## src/cfg_regs_pkg.sv

```systemverilog
/*
 * Constants for the filter and oversampling clock configuration bank:
 * register indices, byte addresses, reset values, field positions and codes.
 * Assumes a 32-bit APB register bus with one aligned word per register.
 */
`default_nettype none

package cfg_regs_pkg;

    // ------------------------------------------------------------------
    // Register indices and byte addresses (address = index * 4)
    // ------------------------------------------------------------------
    localparam logic [7:0]  IDX_DECIM     = 8'h06;
    localparam logic [7:0]  IDX_FILT      = 8'h07;
    localparam logic [7:0]  IDX_CLK       = 8'h08;
    localparam int          ADDR_W        = 12;
    localparam logic [11:0] ADDR_DECIM    = {2'h0, IDX_DECIM, 2'h0};
    localparam logic [11:0] ADDR_FILT     = {2'h0, IDX_FILT, 2'h0};
    localparam logic [11:0] ADDR_CLK      = {2'h0, IDX_CLK, 2'h0};

    // ------------------------------------------------------------------
    // Power-on values and writable bits
    // ------------------------------------------------------------------
    localparam logic [7:0]  RST_DECIM     = 8'hc5;
    localparam logic [7:0]  RST_FILT      = 8'h04;
    localparam logic [7:0]  RST_CLK       = 8'h20;
    localparam logic [7:0]  WMASK_DECIM   = 8'hff;
    localparam logic [7:0]  WMASK_FILT    = 8'hfe;
    localparam logic [7:0]  WMASK_CLK     = 8'hff;

    // ------------------------------------------------------------------
    // Field positions
    // ------------------------------------------------------------------
    localparam int          FILT_SEL_BIT  = 7;
    localparam int          DEPTH_LSB     = 3;
    localparam int          PATH_LSB      = 1;
    localparam int          OSC_SRC_LSB   = 6;
    localparam int          OSC_DIV_LSB   = 4;
    localparam int          OUT_SRC_LSB   = 2;

    // ------------------------------------------------------------------
    // Field codes
    // ------------------------------------------------------------------
    localparam logic [3:0]  DEPTH_BYPASS  = 4'h0;
    localparam logic [1:0]  PATH_DECHOP   = 2'h2;
    localparam logic [1:0]  SRC_HS_NOOUT  = 2'h0;
    localparam logic [1:0]  SRC_HS_OUT    = 2'h1;
    localparam logic [1:0]  SRC_EXT       = 2'h2;
    localparam logic [1:0]  DIV_BY_4      = 2'h2;
    localparam logic [1:0]  OUT_SRC_DEC2  = 2'h1;

    // APB slave phases, one-hot
    typedef enum logic [2:0] {
        ST_IDLE   = 3'b001,
        ST_ACCESS = 3'b010,
        ST_RESP   = 3'b100
    } apb_state_t;

endpackage

`default_nettype wire

```

## src/cfg_byte_reg.sv

```systemverilog
/*
 * One 8-bit configuration register with a power-on value and a mask of
 * writable bits; masked-off bits keep their reset value for ever.
 * Assumes the write strobe is a single-cycle commit from the bus slave.
 */
`default_nettype none

module cfg_byte_reg #(
    parameter logic [7:0] RESET_VAL = 8'h00,
    parameter logic [7:0] WR_MASK   = 8'hff
) (
    input  wire logic       pclk,
    input  wire logic       presetn,
    input  wire logic       wr_en,
    input  wire logic [7:0] wdata,
    output logic      [7:0] q
);

    logic [7:0] val_ff;
    logic [7:0] nxt_val;

    // ------------------------------------------------------------------
    // Storage
    // ------------------------------------------------------------------
    // Writes merge only the writable bits
    always_comb begin
        nxt_val = val_ff;
        if (wr_en) begin
            nxt_val = (wdata & WR_MASK) | (RESET_VAL & ~WR_MASK);
        end
    end

    // Default loaded under reset, before any bus access
    always_ff @(posedge pclk or negedge presetn) begin
        if (!presetn) begin
            val_ff <= RESET_VAL;
        end else begin
            val_ff <= nxt_val;
        end
    end

    assign q = val_ff;
endmodule

`default_nettype wire

```

## src/filter_and_clock_config_regs.sv

```systemverilog
/*
 * Filter and oversampling clock configuration bank behind an APB slave.
 * What this file holds: the bus slave, three configuration registers and
 * the registered control outputs that steer the filter, measurement path,
 * output source selection and oversampling clock selection and divider.
 * Assumes: one clock pclk at 125 MHz, asynchronous active-low presetn,
 * a well-behaved APB master.
 */
// Added by the designer: the APB interface to the registers.
// What this block does
// - bit 7 picks averaging filter over FIR
// - bits 6..3 set averaging depth, zero bypasses
// - bits 2..1 choose measurement path arrangement
// - clock bits 7..6 choose oversampling clock source
// - clock bits 5..4 choose clock divide ratio
// - decimation bits 3..2 choose output data source
`default_nettype none

module filter_and_clock_config_regs
    import cfg_regs_pkg::*;
(
    input  wire logic              pclk,
    input  wire logic              presetn,
    input  wire logic              psel,
    input  wire logic              penable,
    input  wire logic              pwrite,
    input  wire logic [ADDR_W-1:0] paddr,
    input  wire logic [31:0]       pwdata,
    output logic      [31:0]       prdata,
    output logic                   pready,
    output logic                   pslverr,
    output logic                   ma_filter_sel,
    output logic      [3:0]        ma_depth,
    output logic                   avg_bypass,
    output logic      [1:0]        meas_path,
    output logic      [1:0]        out_src_sel,
    output logic      [1:0]        osc_src_sel,
    output logic                   hs_clk_out_en,
    output logic                   ext_clk_sel,
    output logic      [1:0]        osc_div_sel,
    output logic      [3:0]        osc_div_factor
);

    // ------------------------------------------------------------------
    // Helpers
    // ------------------------------------------------------------------
    // Word address match; low two bits ignored as APB words are aligned
    function automatic logic addr_hit(input logic [ADDR_W-1:0] a,
                                      input logic [ADDR_W-1:0] reg_addr);
        addr_hit = (a[ADDR_W-1:2] == reg_addr[ADDR_W-1:2]);
    endfunction

    // Divide factor from a two-bit ratio code
    function automatic logic [3:0] div_factor(input logic [1:0] code);
        div_factor = 4'h1 << code;
    endfunction

    // ------------------------------------------------------------------
    // APB slave
    // ------------------------------------------------------------------
    apb_state_t  state_ff;
    apb_state_t  nxt_state;
    logic        pready_ff;
    logic        nxt_pready;
    logic        pslverr_ff;
    logic        nxt_pslverr;
    logic [31:0] prdata_ff;
    logic [31:0] nxt_prdata;
    logic        hit_decim;
    logic        hit_filt;
    logic        hit_clk;
    logic        commit;
    logic [7:0]  decim_q;
    logic [7:0]  filt_q;
    logic [7:0]  clk_q;

    assign hit_decim = addr_hit(paddr, ADDR_DECIM);
    assign hit_filt  = addr_hit(paddr, ADDR_FILT);
    assign hit_clk   = addr_hit(paddr, ADDR_CLK);
    // Write lands only at the edge where the master sees pready high
    assign commit    = (state_ff == ST_RESP) && psel && penable && pwrite;

    // One wait state lets read data and pready come straight from flops
    always_comb begin
        nxt_state   = state_ff;
        nxt_pready  = 1'b0;
        nxt_pslverr = 1'b0;
        nxt_prdata  = prdata_ff;
        unique case (state_ff)
            ST_IDLE: begin
                if (psel && !penable) begin
                    nxt_state = ST_ACCESS;
                end
            end
            ST_ACCESS: begin
                if (psel && penable) begin
                    nxt_state   = ST_RESP;
                    nxt_pready  = 1'b1;
                    nxt_pslverr = !(hit_decim || hit_filt || hit_clk);
                    nxt_prdata  = 32'h0000_0000;
                    if (!pwrite) begin
                        if (hit_decim) begin
                            nxt_prdata = {24'h00_0000, decim_q};
                        end else if (hit_filt) begin
                            nxt_prdata = {24'h00_0000, filt_q};
                        end else if (hit_clk) begin
                            nxt_prdata = {24'h00_0000, clk_q};
                        end
                    end
                end
            end
            ST_RESP: begin
                // Back-to-back setup is accepted straight away
                nxt_state = (psel && !penable) ? ST_ACCESS : ST_IDLE;
            end
            default: begin
                nxt_state = ST_IDLE;
            end
        endcase
    end

    always_ff @(posedge pclk or negedge presetn) begin
        if (!presetn) begin
            state_ff   <= ST_IDLE;
            pready_ff  <= 1'b0;
            pslverr_ff <= 1'b0;
            prdata_ff  <= 32'h0000_0000;
        end else begin
            state_ff   <= nxt_state;
            pready_ff  <= nxt_pready;
            pslverr_ff <= nxt_pslverr;
            prdata_ff  <= nxt_prdata;
        end
    end

    assign pready  = pready_ff;
    assign pslverr = pslverr_ff;
    assign prdata  = prdata_ff;

    // ------------------------------------------------------------------
    // Configuration registers
    // ------------------------------------------------------------------
    // Reserved filter bit 0 is held at zero in hardware
    cfg_byte_reg #(.RESET_VAL(RST_DECIM), .WR_MASK(WMASK_DECIM)) decim_reg (
        .pclk    (pclk),
        .presetn (presetn),
        .wr_en   (commit && hit_decim),
        .wdata   (pwdata[7:0]),
        .q       (decim_q)
    );

    cfg_byte_reg #(.RESET_VAL(RST_FILT), .WR_MASK(WMASK_FILT)) filt_reg (
        .pclk    (pclk),
        .presetn (presetn),
        .wr_en   (commit && hit_filt),
        .wdata   (pwdata[7:0]),
        .q       (filt_q)
    );

    cfg_byte_reg #(.RESET_VAL(RST_CLK), .WR_MASK(WMASK_CLK)) clk_reg (
        .pclk    (pclk),
        .presetn (presetn),
        .wr_en   (commit && hit_clk),
        .wdata   (pwdata[7:0]),
        .q       (clk_q)
    );

    // ------------------------------------------------------------------
    // Decoded control outputs
    // ------------------------------------------------------------------
    logic       ma_sel_ff,   nxt_ma_sel;
    logic [3:0] depth_ff,    nxt_depth;
    logic       bypass_ff,   nxt_bypass;
    logic [1:0] path_ff,     nxt_path;
    logic [1:0] out_src_ff,  nxt_out_src;
    logic [1:0] src_ff,      nxt_src;
    logic       clk_out_ff,  nxt_clk_out;
    logic       ext_ff,      nxt_ext;
    logic [1:0] div_ff,      nxt_div;
    logic [3:0] factor_ff,   nxt_factor;

    // Outputs trail the register contents by one cycle to stay glitch free
    always_comb begin
        nxt_ma_sel  = filt_q[FILT_SEL_BIT];
        nxt_depth   = filt_q[DEPTH_LSB +: 4];
        nxt_bypass  = (filt_q[DEPTH_LSB +: 4] == DEPTH_BYPASS);
        nxt_path    = filt_q[PATH_LSB +: 2];
        nxt_out_src = decim_q[OUT_SRC_LSB +: 2];
        nxt_src     = clk_q[OSC_SRC_LSB +: 2];
        nxt_clk_out = (clk_q[OSC_SRC_LSB +: 2] == SRC_HS_OUT);
        nxt_ext     = (clk_q[OSC_SRC_LSB +: 2] == SRC_EXT);
        nxt_div     = clk_q[OSC_DIV_LSB +: 2];
        nxt_factor  = div_factor(clk_q[OSC_DIV_LSB +: 2]);
    end

    // Reset values match the power-on register contents
    always_ff @(posedge pclk or negedge presetn) begin
        if (!presetn) begin
            ma_sel_ff  <= RST_FILT[FILT_SEL_BIT];
            depth_ff   <= RST_FILT[DEPTH_LSB +: 4];
            bypass_ff  <= 1'b1;
            path_ff    <= RST_FILT[PATH_LSB +: 2];
            out_src_ff <= RST_DECIM[OUT_SRC_LSB +: 2];
            src_ff     <= RST_CLK[OSC_SRC_LSB +: 2];
            clk_out_ff <= 1'b0;
            ext_ff     <= 1'b0;
            div_ff     <= RST_CLK[OSC_DIV_LSB +: 2];
            factor_ff  <= 4'h4;
        end else begin
            ma_sel_ff  <= nxt_ma_sel;
            depth_ff   <= nxt_depth;
            bypass_ff  <= nxt_bypass;
            path_ff    <= nxt_path;
            out_src_ff <= nxt_out_src;
            src_ff     <= nxt_src;
            clk_out_ff <= nxt_clk_out;
            ext_ff     <= nxt_ext;
            div_ff     <= nxt_div;
            factor_ff  <= nxt_factor;
        end
    end

    assign ma_filter_sel  = ma_sel_ff;
    assign ma_depth       = depth_ff;
    assign avg_bypass     = bypass_ff;
    assign meas_path      = path_ff;
    assign out_src_sel    = out_src_ff;
    assign osc_src_sel    = src_ff;
    assign hs_clk_out_en  = clk_out_ff;
    assign ext_clk_sel    = ext_ff;
    assign osc_div_sel    = div_ff;
    assign osc_div_factor = factor_ff;

    // ------------------------------------------------------------------
    // Assertions
    // ------------------------------------------------------------------
    logic       wd_sel;
    logic [3:0] wd_depth;
    logic [1:0] wd_path;
    logic [1:0] wd_out_src;
    logic [1:0] wd_src;
    logic [1:0] wd_div;

    assign wd_sel     = pwdata[FILT_SEL_BIT];
    assign wd_depth   = pwdata[DEPTH_LSB +: 4];
    assign wd_path    = pwdata[PATH_LSB +: 2];
    assign wd_out_src = pwdata[OUT_SRC_LSB +: 2];
    assign wd_src     = pwdata[OSC_SRC_LSB +: 2];
    assign wd_div     = pwdata[OSC_DIV_LSB +: 2];
endmodule

`default_nettype wire

```

## config.mk

```make
export PLATFORM = sky130hd
export DESIGN_NAME = filter_and_clock_config_regs
export DESIGN_NICKNAME = d
export VERILOG_FILES = /design/src/cfg_regs_pkg.sv /design/src/cfg_byte_reg.sv /design/src/filter_and_clock_config_regs.sv
export SDC_FILE = /design/constraint.sdc
export NUM_CORES = 1
export LEC_CHECK = 0
export BUFFER_PORTS_ARGS = -buffer_cell sky130_fd_sc_hd__buf_2
export CAP_MARGIN = 25
export CORE_MARGIN = 5
export CORE_UTILIZATION = 24
export DETAILED_ROUTE_END_ITERATION = 7
export GPL_TIMING_DRIVEN = 0
export RECOVER_POWER = 100
export SLEW_MARGIN = 25
export SYNTH_ARGS = -nofsm -noshare
export SYNTH_HDL_FRONTEND = slang
export SYNTH_SLANG_ARGS = --single-unit
```

## constraint.sdc

```tcl
create_clock -name pclk -period 2.2 [get_ports pclk]
set_clock_uncertainty 0.2 [all_clocks]
set_input_delay 0 -clock pclk [delete_from_list [all_inputs] [get_ports pclk]]
set_output_delay 0 -clock pclk [all_outputs]
set_load 0.01 [all_outputs]
```

==> flow_summary.yaml, run 1 <==
finish:
  num-nets-final: 323
  fill_cells: 1017
  area_growth_pct: 33.0
  drive_above_1_share: 0.367
  fin_area_sq_mm: 0.00317
  n_antenna_cell: 0
worst_setup_path:
  path_class: "in2reg"
  arrival_ns: 2.21
  critPathLaunchType: "input port"
  critPathLaunch: "paddr[3]"
  reg2reg_from: "state_ff[1]"
  crit_required_ns: 2.19
  crit_fanout: 8
  crit_path_end_kind: "flip-flop"
sta:
  setup_tns_ns: -0.0781
  period_needed_ns: 2.22
  rsz0062_at_grt: "true"
  slew_headroom: 0.102
  clock.fmax_ghz: 0.450
  worstMarginPinSlew_ns: 1.35
  layout_setup_ws_ns: -0.0213
  hold_violations: 0
  setup_viol: 7
  period_share: 1.01
  drv_slew: 0
power:
  leakagePower_nw: 1.54
  p_seq_frac: 0.588
  peakVddDrop_uv: 215
  power_density_mw_per_mm2: 557
  intPower_mw: 1.37
  switching_power_mw: 0.396
  power_frac_comb: 0.093
  switching_share: 0.224
  pwr-share-clk: 0.318
  total_power_mw: 1.77
synth:
  synth-edff-count: 0
  synth_top_family_by_area: "multiplexers"
  synth-compound-area-share: 0.0629
  synth_xor_area_frac: 0.00367
  syn_area_per_cell_sq_um: 13.8
  ys.flop_type: "dfrtp_1"
  ys_seq_area_frac: 0.593
  synth_top_cell_area_share: 0.461
  synthAdderAreaFrac: 0
  synthArstFlopShare: 1.00
  ys_warn_count: 0
  syn_inst: 173
  yosys.area.top_type: "dfrtp_1"
  netlist_top_cells_count: "dfrtp_1 (44), buf_4 (25), mux2_2 (23)"
  yosys.cell_count.top_type: "dfrtp_1"
  ys_types: 31
  synth_area_leaders: "dfrtp_1 (46%), dfstp_2 (13%), mux2_2 (11%)"
  muxShareOfSynthArea: 0.153
  ys_seq_elements: 56
  synth_area_sq_mm: 0.00239
  yosys.area_share.simple: 0.0943
place:
  io_buffers: 52
  gp_congestion: 0.744
  place_area_sq_mm: 0.00290
  post-place-ws_ns: -0.0516
  dpl.hpwl_um: 3710
detailed_routing:
  drc: 0
  wl_per_cell_um: 13.0
  vias: 1559
  first_pass_iters: 4
  ant_nets: 0
  drt-initial-drc-count: 62
  viasPerCell: 3.82
  wl_um: 5310
floorplanning:
  fp.dieW_um: 110
  start_util: 0.245
  fp.dieH_um: 110
  io_pins: 103
  core-area_sq_mm: 0.00973
  die_area_sq_mm: 0.0120
  num_rows: 36
grt:
  grt_start_max_net_pins: 57
  antenna_found_initial: 0
  overflow: 0
  grt_pass1_wl_um: 8020
  grt_usage: 0.0877
  grt_pass1_vias: 1565
flow_run:
  max_cap_viol_count: 0
cts:
  clkLatencyLatePin_ns: 0.30
  cts_max_path_buffers: 2
  cts_buffers: 5
  cts_root_buf: "clkbuf_8"
  path_clk_slew_ns: 0.09
  htreeDepth: 2
  cts.sinks: 56
  cts_tree: "built"
outcome:
  violations: "negative setup slack"
  status: "finished with violations"
worst_hold_path:
  worstHoldPathType: "in2reg"
  holdCritStartpoint: "paddr[4]"
worst max-delay path, cell delays in order:
cell	delay, ns
dlygate4sd3_1	0.53
buf_2	0.16
nor4b_4	0.52
inv_1	0.13
nor2_2	0.47
mux2_2	0.40
flip-flops by register name, indices dropped and copies added (netlist names), 2 cells and up:
name and count:
clk_reg.q 8, decim_reg.q 8, prdata 8, filt_reg.q 7, ma_depth 4, osc_div_factor 4
state_ff 3, meas_path 2, osc_div_sel 2, osc_src_sel 2, out_src_sel 2
placed cells by master (no fill, tap or decap), drive strengths merged, types with 3 or more instances in the layout:
| cell type | count |
|---|---|
| nor4 | 3 |
| buf | 47 |
| nor2b | 4 |
| a22oi | 7 |
| o31ai | 7 |
| dfstp | 12 |
| inv | 6 |
| nand2 | 10 |
| nor2 | 5 |
| dlygate4sd3 | 19 |
| clkbuf | 40 |
| conb | 24 |
| mux2 | 30 |
| dfrtp | 44 |
area by class of cell:
cell class / count / area, sq um / share of cell area
plain buffers: 26 / 189 / 0.0595
repair buffers: 72 / 433 / 0.136
inverters: 6 / 22.5 / 0.00710
multi-input cells: 107 / 857 / 0.270
well taps: 133 / 166 / 0.0524
clock buffers: 8 / 90.1 / 0.0284
flip-flops and latches: 56 / 1420 / 0.446
final timing paths:
kind                       slack, ns  cells after the start              to
max in group asynchronous       0.64                      2       prdata[4]
min                             0.03                      4       prdata[1]
max reg2reg                     0.03                      4   filt_reg.q[5]
min in group asynchronous       0.34                      2  osc_src_sel[1]
max                            -0.02                      6    clk_reg.q[7]
min reg2reg                     0.19                      0  out_src_sel[0]
power groups by stage:
stage / Combinational (mW) / Clock (mW) / Sequential (mW)
after floorplan: 0.0770 / 0 / 1.06
after global placement: 0.132 / 0 / 1.06
after detailed placement: 0.135 / 0 / 1.06
after CTS: 0.164 / 0.585 / 1.04
after global routing: 0.183 / 0.624 / 1.04
final: 0.165 / 0.563 / 1.04
per-layer routing:
layer,track usage,share of wire,up-vias
li1,-,-,760
met5,0,0,-
met4,0.0383,0.014,0
met2,0.131,0.44,68
met1,0.119,0.46,725
met3,0.0235,0.078,6
cell families after synthesis:
group                  count (synthesis)
other                                  1
flip-flops                            56
AO/OA/AOI/OAI                         21
multiplexers                          30
AND/OR/NAND/NOR                       31
XOR/XNOR                               1
buffers and inverters                 33
metrics by stage:
stage	util	hold slack, ns	std cells
floorplan	-	-0.496	196
global placement	0.298	0.0151	381
detailed placement	0.298	-0.112	381
CTS	0.330	0.00552	409
global route	0.326	0.0382	408
finish	0.326	0.0315	408
what timing repair did:
item / 4_1_cts / 5_1_grt
cloned: 0 / 0
pin swaps: 3 / 1
resized for setup: 2 / 4
endpoints found under the hold margin: 83 / 0
hold buffers: 19 / 0
buffers inserted: 1 / 0
endpoints found under the setup margin: 14 / 24
(Power assumes the default switching activity.)
==> run 2, diff against run 1 <==
--- a/config.mk
+++ b/config.mk
@@ -7,10 +7,11 @@
 export LEC_CHECK = 0
 export BUFFER_PORTS_ARGS = -buffer_cell sky130_fd_sc_hd__buf_2
 export CAP_MARGIN = 25
-export CORE_MARGIN = 5
+export CORE_MARGIN = 2
 export CORE_UTILIZATION = 24
 export DETAILED_ROUTE_END_ITERATION = 7
 export GPL_TIMING_DRIVEN = 0
+export PLACE_DENSITY_LB_ADDON = 0.08
 export RECOVER_POWER = 100
 export SLEW_MARGIN = 25
 export SYNTH_ARGS = -nofsm -noshare
==> run 2 against run 1 <==
Against the previous run:
- the run now ends clean
- critical endpoint is now filt_reg.q[6]
- power increased by 0.22%
- via count is 1.9% higher
- highest routed layer unchanged
- clock power rose by 0.7%
- combinational power about the same
- count of clock-buffer cells in the layout fell by 2
- cell area up 0.63%
- flip-flop and latch count unchanged
==> flow_summary.yaml, run 2 (synthesized netlist as in run 1, its figures left out) <==
worst_setup_path:
  path_delay_family: "simple AND/OR/NAND/NOR gates"
  crit_path_end_kind: "flip-flop"
  arrival_ns: 2.15
  crit_buf_inv: 1
  crit_required_ns: 2.20
  cpPeakStageDelay_ns: 0.46
  crit_fanout: 7
  path_cells: "nor4bb_2, nand4b_2, or4_4, buf_8, mux2_4"
  critPathLaunchType: "flip-flop"
  path_class: "reg2reg"
  slowest_stage: "or4_4"
detailed_routing:
  vias: 1588
  wl_per_cell_um: 13.5
  viasPerCell: 3.87
  wl_um: 5540
  drt-initial-drc-count: 51
  first_pass_iters: 5
  drc: 0
  ant_nets: 0
grt:
  grt_start_max_net_pins: 57
  grt_pass1_vias: 1644
  grt_usage: 0.105
  antenna_found_initial: 0
  grt_pass1_wl_um: 8940
  overflow: 0
flow_run:
  max_cap_viol_count: 0
cts:
  cts_tree: "built"
  cts_max_path_buffers: 2
  htreeDepth: 2
  cts.sinks: 56
  cts_buffers: 5
  cts_root_buf: "clkbuf_8"
  clkLatencyLatePin_ns: 0.30
  path_clk_slew_ns: 0.10
finish:
  area_growth_pct: 33.8
  fill_cells: 1018
  n_antenna_cell: 0
  final_cell_mix: "dfrtp_1 (44), clkbuf_1 (32), buf_4 (25), conb_1 (24), mux2_2 (23)"
  final_core_util: 0.328
  num-nets-final: 325
  drive_above_1_share: 0.383
  final_common_cell: "dfrtp_1"
power:
  power_density_mw_per_mm2: 555
  total_power_mw: 1.77
  leakagePower_nw: 1.55
  peakVddDrop_uv: 278
sta:
  clock.fmax_ghz: 0.465
  period_share: 0.979
  worstMarginPinSlew_ns: 1.40
  drv_slew: 0
  slew_headroom: 0.0648
  period_needed_ns: 2.15
  hold_violations: 0
  layout_setup_ws_ns: 0.0472
  setup_viol: 0
  rsz0062_at_grt: "true"
worst_hold_path:
  worstHoldPathType: "in2reg"
floorplanning:
  fp.dieH_um: 104
  core-area_sq_mm: 0.00973
  num_rows: 36
  start_util: 0.245
  fp.dieW_um: 104
  die_area_sq_mm: 0.0108
  io_pins: 103
place:
  dpl.hpwl_um: 3620
  gp_congestion: 0.713
  io_buffers: 52
  post-place-ws_ns: -0.165
outcome:
  status: "complete, no violations"
## run 2: final cells by class
class / instances / area, sq um / area share
repair buffers: 73 / 440 / 0.138
inverters: 6 / 22.5 / 0.00705
multi-input cells: 107 / 858 / 0.269
clock buffers: 6 / 72.6 / 0.0227
plain buffers: 27 / 204 / 0.0638
flip-flops and latches: 56 / 1420 / 0.443
well taps: 133 / 166 / 0.0521
clock inverters: 2 / 13.8 / 0.00431
## run 2: worst paths after layout
path | start | endpoint | cells past startpoint | slack [ns]
worst max-delay path | state_ff[0] | filt_reg.q[6] | 5 | 0.05
worst min-delay path | paddr[3] | prdata[7] | 4 | 0.02
worst max register to register | state_ff[0] | filt_reg.q[6] | 5 | 0.05
worst min register to register | decim_reg.q[2] | out_src_sel[0] | 0 | 0.18
max in group asynchronous | presetn | clk_reg.q[0] | 2 | 0.60
min in group asynchronous | presetn | pslverr | 2 | 0.35
## run 2: worst min-delay path: stages
cell and delay, ns:
buf_2 0.13, nor4b_4 0.09, a22oi_1 0.19, o31ai_1 0.08
## run 2: per-stage QoR
step	TNS, ns	std cells	area (sq um)	hold slack, ns
final	0	410	3190	0.0196
after global routing	-0.0340	410	3190	0.0397
after CTS	0	409	3210	0.000752
after detailed placement	-2.26	381	2900	-0.0805
after global placement	-2.03	381	2900	0.0281
after floorplan	0	196	2470	-0.496
## run 2: timing repair
item,in CTS,in global routing
endpoints found under the hold margin,83,0
gates resized for setup,2,5
setup buffers,1,1
pin swaps,3,1
hold buffers,19,0
endpoints found under the setup margin,16,22
## run 2: per-layer routing
metal  global-route usage  share of wire  vias up
met5                    0              0        -
met4               0.0319          0.012        0
met3               0.0220          0.050        4
met2                0.173           0.48       54
met1                0.139           0.46      768
li1                     -              -      762
## run 2: where the power goes
| group | internal, mW | switching (mW) | leakage [nW] | total [mW] |
|---|---|---|---|---|
| Clock | 0.228 | 0.339 | 0.0456 | 0.567 |
| Sequential | 1.04 | 0.00491 | 0.733 | 1.04 |
| Combinational | 0.0790 | 0.0855 | 0.773 | 0.165 |
| Total | 1.34 | 0.429 | 1.55 | 1.77 |
==> run 3, diff against run 2 <==
==> constraint.sdc (replaced) <==
create_clock -name pclk -period 1.9 [get_ports pclk]
set_clock_uncertainty 0.2 [all_clocks]
set_input_delay 0 -clock pclk [delete_from_list [all_inputs] [get_ports pclk]]
set_output_delay 0 -clock pclk [all_outputs]
set_load 0.01 [all_outputs]
==> run 3 against run 2 <==
Against the previous run:
- the run now ends with negative setup slack left
- sequential power rose by 15%
- critical path depth unchanged
- first-iteration DRC count down 22%
- sequential share of layout area decreased by 1.7 points
- critical path type unchanged
- die area is the same
==> flow_summary.yaml, run 3 (synthesized netlist as in run 1, its figures left out) <==
floorplanning:
  core-area_sq_mm: 0.00973
  io_pins: 103
  die_area_sq_mm: 0.0108
  fp.dieH_um: 104
  num_rows: 36
  fp.dieW_um: 104
  start_util: 0.245
finish:
  area_growth_pct: 39.0
  final_cell_mix: "dfrtp_1 (44), clkbuf_1 (31), buf_4 (27), conb_1 (24), buf_2 (22)"
  final_core_util: 0.341
  final_cells: 417
  n_antenna_cell: 0
  num-nets-final: 332
  final_common_cell: "dfrtp_1"
  fin_area_sq_mm: 0.00332
  drive_above_1_share: 0.401
sta:
  drv_slew: 0
  clock.fmax_ghz: 0.467
  period_needed_ns: 2.14
  worstMarginPinSlew_ns: 1.40
  rsz0062_at_grt: "true"
  period_share: 1.13
  layout_setup_ws_ns: -0.241
  setup_viol: 31
  hold_violations: 0
  setup_tns_ns: -4.44
  slew_headroom: 0.0648
outcome:
  status: "finished with violations"
  violations: "negative setup slack"
cts:
  path_clk_slew_ns: 0.10
  cts_max_path_buffers: 2
  cts_tree: "built"
  cts.sinks: 56
  htreeDepth: 2
  cts_root_buf: "clkbuf_8"
  clkLatencyLatePin_ns: 0.31
  cts_buffers: 5
detailed_routing:
  wl_per_cell_um: 13.2
  first_pass_iters: 4
  wl_um: 5490
  viasPerCell: 3.91
  drc: 0
  ant_nets: 0
  vias: 1630
  drt-initial-drc-count: 40
worst_setup_path:
  arrival_ns: 2.14
  path_class: "reg2reg"
  crit_required_ns: 1.90
  critPathLaunchType: "flip-flop"
  crit_path_end_kind: "flip-flop"
  crit_fanout: 7
worst_hold_path:
  worstHoldPathType: "in2reg"
grt:
  overflow: 0
  antenna_found_initial: 0
  grt_usage: 0.107
  grt_start_max_net_pins: 57
  grt_pass1_wl_um: 9130
  grt_pass1_vias: 1702
power:
  leakagePower_nw: 1.61
  total_power_mw: 2.19
  peakVddDrop_uv: 282
  power_density_mw_per_mm2: 659
place:
  dp_cells: 381
  io_buffers: 52
  dpl.hpwl_um: 3550
  place_area_sq_mm: 0.00292
  gp_congestion: 0.647
flow_run:
  max_cap_viol_count: 0
run 3: cell types whose count changed in the layout (fill, tap and decap cells not counted), sizes merged:
cell and change:
buf +6, bufinv +1, clkbuf +1, inv -1
run 3: final timing paths:
path                                     from            end  slack, ns  cells after the start
max in group asynchronous             presetn   clk_reg.q[0]       0.30                      2
worst max register to register    state_ff[1]  filt_reg.q[7]      -0.24                      5
min in group asynchronous             presetn  filt_reg.q[6]       0.36                      2
worst max-delay path              state_ff[1]  filt_reg.q[7]      -0.24                      5
worst min-delay path                 paddr[3]      prdata[6]       0.02                      4
worst min register to register  filt_reg.q[2]   meas_path[1]       0.19                      0
run 3: cell type report:
type | count | area [sq um]
clock inverter | 2 | 35.0
inverter | 6 | 22.5
timing repair buffer | 80 | 499
sequential | 56 | 1420
fill | 1023 | 6410
buffer | 27 | 210
tap | 133 | 166
multi-input combinational | 107 | 897
clock buffer | 6 | 72.6
run 3: metal layers:
metal  GRT usage  vias up  part of all wire
met5           0        -                 0
met4      0.0434        0             0.026
met3      0.0233       10             0.053
met2       0.174       54              0.47
met1       0.139      787              0.45
li1            -      779                 -
run 3: what timing repair did:
| action | 4_1_cts | 5_1_grt |
|---|---|---|
| pin swaps | 2 | 2 |
| endpoints found under the setup margin | 34 | 31 |
| hold endpoints to repair | 90 | 0 |
| setup buffers | 8 | 2 |
| resized for setup | 16 | 4 |
| hold buffers | 19 | 0 |
run 3: worst max-delay path, stage by stage, from the launching register on:
cell and delay, ns:
dfrtp_1 0.40, nor4bb_2 0.30, nand4b_2 0.21, or4_4 0.47, buf_12 0.17, mux2_4 0.29
run 3: report_power, final:
part / switching [mW] / total, mW / leakage (nW) / internal [mW]
Combinational: 0.104 / 0.203 / 0.825 / 0.0989
Sequential: 0.00388 / 1.20 / 0.734 / 1.20
Clock: 0.387 / 0.780 / 0.0552 / 0.392
Total: 0.496 / 2.19 / 1.61 / 1.69
run 3: metrics by stage:
stage               hold WS, ns  worst slack (ns)
floorplan                -0.496            -0.146
global placement         0.0279            -0.416
detailed placement      -0.0912            -0.414
CTS                      0.0134            -0.241
global route             0.0365            -0.299
finish                   0.0151            -0.241
